**src/include/sei_pkg.sv**
```systemverilog
// Purpose: Shared constants for the slot event interrupt enable block
// Assumes: Byte-addressed register port, 5-bit address, 8-bit data
// Notes: Event bit positions 0..5 double as the pin group index

package sei_pkg;

   localparam int SLOTS = 4;
   localparam int DW = 8;
   localparam int AW = 5;
   localparam int PIN_GROUPS = 6;
   localparam int SYNC_W = SLOTS * PIN_GROUPS;

   // Per-slot register offsets, index 0 is slot 0
   localparam logic [SLOTS-1:0][AW-1:0] STATUS_OFS =
      {5'h1E, 5'h16, 5'h0E, 5'h06};
   localparam logic [SLOTS-1:0][AW-1:0] ENABLE_OFS =
      {5'h1F, 5'h17, 5'h0F, 5'h07};

   localparam logic [DW-1:0] ENABLE_RESET = 8'h00;
   localparam logic [DW-1:0] STATUS_RESET = 8'h00;
   localparam logic [DW-1:0] ENABLE_MASK = 8'h7F;
   localparam logic [DW-1:0] STATUS_MASK = 8'h7F;
   localparam logic [DW-1:0] READ_IDLE = 8'h00;

   // Event bits; bits 0..5 also select the pin group
   localparam int BIT_CARD_A = 0;
   localparam int BIT_CARD_B = 1;
   localparam int BIT_MECH_A = 2;
   localparam int BIT_MECH_B = 3;
   localparam int BIT_POWER_FAIL = 4;
   localparam int BIT_POWER_OK = 5;
   localparam int BIT_BUS = 6;
   localparam int BIT_RESERVED_BIT = 7;

   function automatic logic sei_hit(input logic [AW-1:0] addr,
                                    input logic [AW-1:0] ofs);
      sei_hit = (addr == ofs);
   endfunction

endpackage

```
**src/verilog/sei_sync.sv**
```systemverilog
// Purpose: Three-stage pin synchroniser with agreement filter
// Assumes: Pins are asynchronous to mclk
// Notes: The first clock after reset only loads the level, it gives no pulse

`timescale 1ns/1ns

module sei_sync #(
   parameter int W = 1
) (
   // Clock and reset
   input wire logic mclk,
   input wire logic rst_b,
   // Pins
   input wire logic [W-1:0] pin_in,
   // Filtered level and change pulse
   output logic [W-1:0] stable,
   output logic [W-1:0] chg
);

   typedef struct packed {
      logic [W-1:0] s1;
      logic [W-1:0] s2;
      logic [W-1:0] s3;
      logic [W-1:0] lvl;
      logic [W-1:0] seen;
      logic [W-1:0] chg;
   } sei_sync_s;

   sei_sync_s state_r;
   sei_sync_s state_nxt;

   always_comb begin
      state_nxt = state_r;
      state_nxt.s1 = pin_in;
      state_nxt.s2 = state_r.s1;
      state_nxt.s3 = state_r.s2;
      state_nxt.chg = '0;
      for (int i = 0; i < W; i++) begin
         if (state_r.s2[i] == state_r.s3[i]) begin
            state_nxt.lvl[i] = state_r.s3[i];
            state_nxt.seen[i] = 1'b1;
            state_nxt.chg[i] = state_r.seen[i] &
                               (state_r.s3[i] != state_r.lvl[i]);
         end
      end
   end

   always_ff @(posedge mclk or negedge rst_b) begin
      if (!rst_b) begin
         state_r <= '0;
      end else begin
         state_r <= state_nxt;
      end
   end

   assign stable = state_r.lvl;
   assign chg = state_r.chg;

endmodule

```
**src/verilog/sei_top.sv**
```systemverilog
// Purpose: Per-slot event status, event enable and shared interrupt
// Assumes: Register port on mclk; slot pins asynchronous to mclk
// Notes: Interrupt pin is open drain, driven low while an enabled
//        status bit is set
//
// What this block does
// Enable bit 7 is reserved, reads as zero and ignores writes.
// Slot 0..3 enable registers sit at 07h, 0Fh, 17h and 1Fh.
// Enable bit 6 raises the interrupt when the bus switch output falls.
// Enable bit 5 raises the interrupt on any power-good level change.
// Enable bit 4 raises the interrupt when power fault becomes asserted.
// Enable bits 3 and 2 cover level changes of mechanical sense b and a.
// Enable bits 1 and 0 cover level changes of card present b and a.
// Enable bits 6..0 are read/write and the register resets to 00h.
// Events go to one open-drain interrupt and latch in a status register.
// A status bit latches on its event and clears only by writing 1.
// Status registers sit at 06h, 0Eh, 16h, 1Eh and reset to 00h.
// The interrupt is pulled low while any enabled status bit is set.

`timescale 1ns/1ns

module sei_top
   import sei_pkg::*;
(
   // Clock and reset
   input wire logic mclk,
   input wire logic rst_b,
   // Register port
   input wire logic [AW-1:0] reg_addr,
   input wire logic reg_wr_en,
   input wire logic [DW-1:0] reg_wdata,
   input wire logic reg_rd_en,
   output logic [DW-1:0] reg_rdata,
   // Bus switch level from the connection sequencer, per slot
   input wire logic [SLOTS-1:0] slot_switch_on_out,
   // Slot pins
   input wire logic [SLOTS-1:0] slot_power_ok_in,
   input wire logic [SLOTS-1:0] slot_power_fail_in,
   input wire logic [SLOTS-1:0] mech_sense_a_in,
   input wire logic [SLOTS-1:0] mech_sense_b_in,
   input wire logic [SLOTS-1:0] card_here_a_in,
   input wire logic [SLOTS-1:0] card_here_b_in,
   // Open-drain interrupt
   input wire logic hot_plug_irq_in,
   output logic hot_plug_irq_out,
   output logic hot_plug_irq_oe_b
);

   typedef struct packed {
      logic [SLOTS-1:0][DW-1:0] en;
      logic [SLOTS-1:0][DW-1:0] st;
      logic [SLOTS-1:0] bus_prev;
      logic [DW-1:0] rdata;
      logic irq_oe_b;
      logic irq_out;
   } sei_state_s;

   sei_state_s state_r;
   sei_state_s state_nxt;
   logic [SYNC_W-1:0] pins;
   logic [SYNC_W-1:0] stable;
   logic [SYNC_W-1:0] chg;
   logic [DW-1:0] clr;
   logic [DW-1:0] ev;
   logic pend;

   // Group g of slot s sits at g*SLOTS+s; group order follows event bits
   assign pins = {slot_power_ok_in, slot_power_fail_in, mech_sense_b_in,
                  mech_sense_a_in, card_here_b_in, card_here_a_in};

   sei_sync #(
      .W(SYNC_W)
   ) u_sync (
      .mclk(mclk),
      .rst_b(rst_b),
      .pin_in(pins),
      .stable(stable),
      .chg(chg)
   );

   always_comb begin
      state_nxt = state_r;
      clr = '0;
      ev = '0;
      pend = 1'b0;
      for (int s = 0; s < SLOTS; s++) begin
         if (reg_wr_en && sei_hit(reg_addr, ENABLE_OFS[s])) begin
            state_nxt.en[s] = reg_wdata & ENABLE_MASK;
         end
         clr = '0;
         if (reg_wr_en && sei_hit(reg_addr, STATUS_OFS[s])) begin
            clr = reg_wdata;
         end
         ev = '0;
         for (int b = 0; b < PIN_GROUPS; b++) begin
            ev[b] = chg[b*SLOTS+s];
         end
         // Only the asserting edge of power fault counts
         ev[BIT_POWER_FAIL] = chg[BIT_POWER_FAIL*SLOTS+s] &
                              stable[BIT_POWER_FAIL*SLOTS+s];
         ev[BIT_BUS] = state_r.bus_prev[s] & ~slot_switch_on_out[s];
         // A new event wins over a clear in the same cycle
         state_nxt.st[s] = ((state_r.st[s] & ~clr) | ev) & STATUS_MASK;
         state_nxt.bus_prev[s] = slot_switch_on_out[s];
         pend = pend | (|(state_r.st[s] & state_r.en[s]));
      end
      state_nxt.irq_oe_b = ~pend;
      state_nxt.irq_out = 1'b0;
      if (reg_rd_en) begin
         state_nxt.rdata = READ_IDLE;
         for (int s = 0; s < SLOTS; s++) begin
            if (sei_hit(reg_addr, ENABLE_OFS[s])) begin
               state_nxt.rdata = state_r.en[s];
            end
            if (sei_hit(reg_addr, STATUS_OFS[s])) begin
               state_nxt.rdata = state_r.st[s];
            end
         end
      end
   end

   always_ff @(posedge mclk or negedge rst_b) begin
      if (!rst_b) begin
         state_r.en <= {SLOTS{ENABLE_RESET}};
         state_r.st <= {SLOTS{STATUS_RESET}};
         state_r.bus_prev <= '0;
         state_r.rdata <= READ_IDLE;
         state_r.irq_oe_b <= 1'b1;
         state_r.irq_out <= 1'b0;
      end else begin
         state_r <= state_nxt;
      end
   end

   assign reg_rdata = state_r.rdata;
   assign hot_plug_irq_out = state_r.irq_out;
   assign hot_plug_irq_oe_b = state_r.irq_oe_b;
endmodule
```
**config.mk**
```make
export PLATFORM = sky130hd
export DESIGN_NAME = sei_top
export DESIGN_NICKNAME = d
export VERILOG_FILES = /design/src/include/sei_pkg.sv /design/src/verilog/sei_sync.sv /design/src/verilog/sei_top.sv
export SDC_FILE = /design/constraint.sdc
export NUM_CORES = 1
export LEC_CHECK = 0
export BUFFER_PORTS_ARGS = -buffer_cell sky130_fd_sc_hd__buf_4
export CAP_MARGIN = 20
export CORE_UTILIZATION = 40
export CTS_CLUSTER_DIAMETER = 150
export CTS_CLUSTER_SIZE = 30
export DETAILED_ROUTE_END_ITERATION = 8
export SYNTH_ARGS = -nofsm -noshare
export SYNTH_HDL_FRONTEND = slang
export SYNTH_SLANG_ARGS = --single-unit
```
**constraint.sdc**
```tcl
create_clock -name mclk -period 1.7 [get_ports mclk]
set_input_delay 0 -clock mclk [delete_from_list [all_inputs] [get_ports mclk]]
set_output_delay 0 -clock mclk [all_outputs]
set_load 0.02 [all_outputs]
```
Word level (Yosys, flattened, before mapping)

Index checks and enable logic that the tools add are counted.
W data, S select, Z words.

Bits of input ports: 46
Output and inout port bits: 10
Flip-flop bits (word level): 213
Logic and storage cells: 223

Multiplexer cells: 36
Reductions and logical operators: 12
Bitwise gates (word level): 56
Equality and inequality tests: 56

Operators by type and width:

| operator             | count |
|---|---|
| $and A7 B7 Y7        | 8 |
| $mux W8              | 7 |
| $mux W7              | 5 |
| $and A1 B1 Y1        | 32 |
| $reduce_or A8 Y1     | 4 |
| $not A7 Y7           | 4 |
| $or A7 B7 Y7         | 4 |
| $eq A1 B1 Y1         | 24 |
| $mux W1              | 24 |
| $ne A1 B1 Y1         | 24 |
| $eq A5 B5 Y1 const B | 4 |
| $eq A5 B3 Y1 const B | 2 |
| $eq A5 B4 Y1 const B | 2 |
| $logic_and A1 B1 Y1  | 8 |
| $not A1 Y1           | 5 |
| $or A1 B1 Y1         | 3 |

Depth between registers and ports, before layout

Depth in word-level cells: 9
Gate-level depth with buffers: 7
Gate-level depth less buffers: 4

Cells and area by module

A second synthesis with hierarchy kept.

Cells, all modules: 654
Area, all modules: 8451.9 µm²

Modules (own cells, without submodules):

| module   | instances | cells an instance | sequential area each (µm²) | area each (µm²) |
|---|---|---|---|---|
| sei_sync | 1         | 336               | 3603.5                     | 5074.9 |
| sei_top  | 1         | 318               | 1702.9                     | 3377.0 |

Worst setup path before layout

OpenSTA, ideal clock, no wires.

Path type: flip-flop to flip-flop
Start point: register state_r[22] (netlist bit)
End point: register state_r (netlist bit reg_rdata[0])
Data required time: 1561 ps
Cell stages (with the launch flop): 5
Buffers on the path: 0
Clock period less this slack: 1346 ps
Slack: 354 ps
Arrival: 1206 ps
Setup time: 139 ps
Cells stage by stage: dfrtp_1 -> mux4_2 -> nor2b_1 -> a211oi_1 -> o32ai_1

Longest elaborated chain between the ends: 5

RTL lines:

| what                   | line           | RTL |
|---|---|---|
| start, declared        | sei_top.sv:58  | `sei_state_s state_r;` |
| start signal, assigned | sei_top.sv:131 | `state_r <= state_nxt;` |
| $mux W8                | sei_top.sv:115 | `if (sei_hit(reg_addr, STATUS_OFS[s])) begin` |
| $mux W8                | sei_top.sv:112 | `if (sei_hit(reg_addr, ENABLE_OFS[s])) begin` |
| $mux W8                | sei_top.sv:115 |  |
| $mux W8                | sei_top.sv:112 |  |
| $mux W8                | sei_top.sv:115 |  |

Every way passes these cells.
A chain may end at the register's enable or synchronous reset.

Worst setup path after layout

Start point: register state_r[54] (netlist bit)
End point: register state_r (netlist bit reg_rdata[0])

Longest elaborated chain between the ends: 6

RTL lines:

| what    | line |
|---|---|
| $mux W8 | sei_top.sv:112 |
| $mux W8 | sei_top.sv:115 |
| $mux W8 | sei_top.sv:112 |
| $mux W8 | sei_top.sv:115 |
| $mux W8 | sei_top.sv:112 |
| $mux W8 | sei_top.sv:115 |

Every way passes these cells.

==> key figures <==
Status
  • Outcome: finished, final reports clean

Synthesis
  • Synthesized area: 8130 um2
  • Register area share after synthesis: 0.653
  • Synth warn: 0
  • Cell taking the most area after synthesis: dfrtp_1
  • FFs w/ async S/R, synth: 1.00
  • EDFF count, synth: 0
  • Share of the synthesized area in the top cell type: 0.650
  • Mean Syn Cell Area: 12.9 um2
  • Ys flop type: dfrtp_1
  • Syn Inst Count: 632
  • Synth cell types: 53
  • Yosys reg bits: about 210
  • Ranking of synthesized cells by area: dfrtp_1 65%, nand2_1 3.9%, mux2_2 3.0%, maj3_1 3.0%, xor2_1 2.6%

Power and ir drop
  • Power after layout: 9550 uW
  • Peak VDD IR: 0.000567 V
  • Leak: 0.00405 uW
  • Power Dens Cells: 997 nW/um2

GRT
  • Vias in the first global route: 5140
  • First-pass GRT wire length: 26800 um
  • GRT Util Overall: 0.166
  • Largest net degree at the start of global routing: 65
  • Initial antenna violation count: 0
  • Remaining global-route overflow: 0

Clocking
  • CTS max path bufs: 3
  • Cts hold-fix bufs: 37
  • H-Tree Depth: 1
  • Clock sink total: 212
  • CTS tree: built
  • Post-CTS Setup Bufs: 0
  • Worst-path clk slew: ~0.12 ns
  • Clock Latency Late Sink: approximately 0.46 ns
  • Root Buffer: clkbuf_16
  • Post-cts repair resize count: 0
  • Num CTS Buffers: 11

Floorplanning
  • Die Width: 145 um
  • Die area: about 21000 um2
  • Die H: 145 um
  • Core Area: roughly 20000 um2
  • Ports: 56
  • FP Rows: 51
  • Initial Util: 0.412

STA
  • Worst Skew: around 0.035 ns
  • Final setup vio count: 0
  • Post-layout min period: 1.50 ns
  • RSZ-0062 raised after global routing: no
  • Max-slew violation count: 0
  • Setup ws final: between 0.2 and 0.25 ns
  • Fin. Hold Viols: 0
  • Fmax: 668 MHz
  • Fin crit share: 0.881
  • Fin Setup TNS: 0 ns
  • Worst Tran Pin Value: 0.590 ns
  • Slew headroom: 0.607

Place
  • Port Buf Inserts: 51
  • Pre-CTS setup slack: ~0.14 ns
  • Placed Cells incl. Taps: 948
  • HPWL after DPL: 11000 um
  • Placer congestion estimate: 0.838

Worst setup path
  • CP Class: flop to flop
  • Reg2Reg Setup Slack: 0.20 ns
  • Worst setup EP type: flop
  • Startpoint types: flop
  • Worst EP arrival: approximately 1.9 ns
  • Worst setup startpoint: state_r[54]
  • Max incr delay on CP: 0.48 ns
  • Slowest stage cell, crit path: mux4_2
  • CP max FO: 3
  • RR Startpoint: state_r[54]
  • CP delay by family, top: multiplexers
  • CP Buf/Inv Count: 0
  • Worst Path Required: 2.06 ns
  • Crit-path cells: mux4_2 > nor2b_1 > a211oi_1 > o32ai_1

Finish
  • Most frequent cells in the layout: 211 x dfrtp_1, 84 x nand2_1, 66 x buf_4, 38 x nor2_1, 37 x dlygate4sd3_1
  • Area growth syn-to-layout: 17.9%
  • Share of layout cells above drive strength 1: 0.170
  • Post-Route Utilization: 0.486
  • Antenna diode count: 0
  • Leading cell type in the layout, fill and taps excluded: dfrtp_1
  • Layout Cells excl Fill: 1000
  • Fin nets: just under 800

Detailed routing
  • Routed wire length: between 15000 and 20000 um
  • WL met1: between 7000 and 8000 um
  • Via count: 5006
  • Met3 wire length: 602 um
  • Metal2 WL: 7620 um
  • DRT antenna net count: 0
  • Iter 0 DRT Violations: 362
  • Pre-antenna DRT Iters: 5
  • Highest Signal Layer: met4
  • Drt wl/cell: 15.9 um
  • DRC errors left: 0
  • Routed vias/inst: 5.01

Run
  • Max_cap viols: 0

Min path
  • Worst hold path class: input pin to async pin
[cells by family (layout without fill, tap and decap cells)]
group | Yosys count | count (layout) | synth area share
and+or+nand+nor | 203 | 203 | 0.120
xor gates and xnor gates | 24 | 24 | 0.0259
other | 1 | 2 | 0.000461
AOI/OAI and AO/OA | 92 | 92 | 0.0804
muxes | 42 | 42 | 0.0671
buffers and inverters | 34 | 136 | 0.0232
adders and majority gates | 24 | 24 | 0.0296
DFF | 212 | 212 | 0.653
[where the power goes]
group / switching [uW] / internal [uW] / leakage (uW)
sequential: 318 / 5410 / 0.00240
combinational: 452 / 554 / 0.00150
clock: 1590 / 1240 / 0.000151
total: 2360 / 7200 / 0.00405
[final timing paths]
check | endpoint | cells after the start
min | u_sync.state_r[88] | 2
min in group mclk | reg_rdata[6] | 3
max | reg_rdata[0] | 4
min reg2reg | u_sync.state_nxt[75] | 0
max reg2reg | reg_rdata[0] | 4
max in group asynchronous | u_sync.state_r[39] | 3
[metrics by stage]
| step | cell area [um2] | hold WS [ns] |
|---|---|---|
| 4_1_cts | 9580 | 0.0467 |
| 2_1_floorplan | 8130 | -0.296 |
| 3_5_place_dp | 8900 | -0.00763 |
| 6_report | 9580 | 0.0583 |
| 3_3_place_gp | 8900 | -0.0120 |
| 5_1_grt | 9580 | 0.0627 |
[final cells by class]
type | count | area, um2
Clock inverter | 1 | 30.0
Clock buffer | 14 | 287
Tap cell | 265 | 332
Timing Repair Buffer | 107 | 941
Fill cell | 1748 | 10100
Sequential cell | 212 | 5310
Inverter | 14 | 52.6
Multi-Input combinational cell | 387 | 2640
[cell usage after synthesis, drive strengths merged (2+ instances only)]
cell type and count:
clkbuf 2, mux4 5, xor2 24, o32ai 5, a22oi 11, mux2i 8
o21ai 27, nor2 41, nor3 5, a221oi 4, inv 14, nand4 3
and2 25, o221ai 2, a21o 21, mux2 29, buf 18, nand3 4
nand2b 29, nor2b 4, nand2 84, or3 2, dfrtp 211, maj3 24
a22o 10
[worst register-to-register path, cell delays in order (launching register included)]
cell	delay, ns
dfrtp_1	0.44
mux4_2	0.48
nor2b_1	0.15
a211oi_1	0.20
o32ai_1	0.12
[per-layer routing]
layer | GRT usage | up-vias
met5 | 0 | -
met4 | 0.0349 | 0
met3 | 0.0268 | 15
met2 | 0.274 | 105
met1 | 0.229 | 2548
li1 | - | 2338
[flip-flops by register name (all words and copies together), names as in the netlist]
signal	flops
u_sync.chg	24
state_r	60
hot_plug_irq_oe_b	1
u_sync.state_r	48
reg_rdata	7
u_sync.state_nxt	48
u_sync.stable	24
No activity file was read; power rests on OpenSTA's default activity.
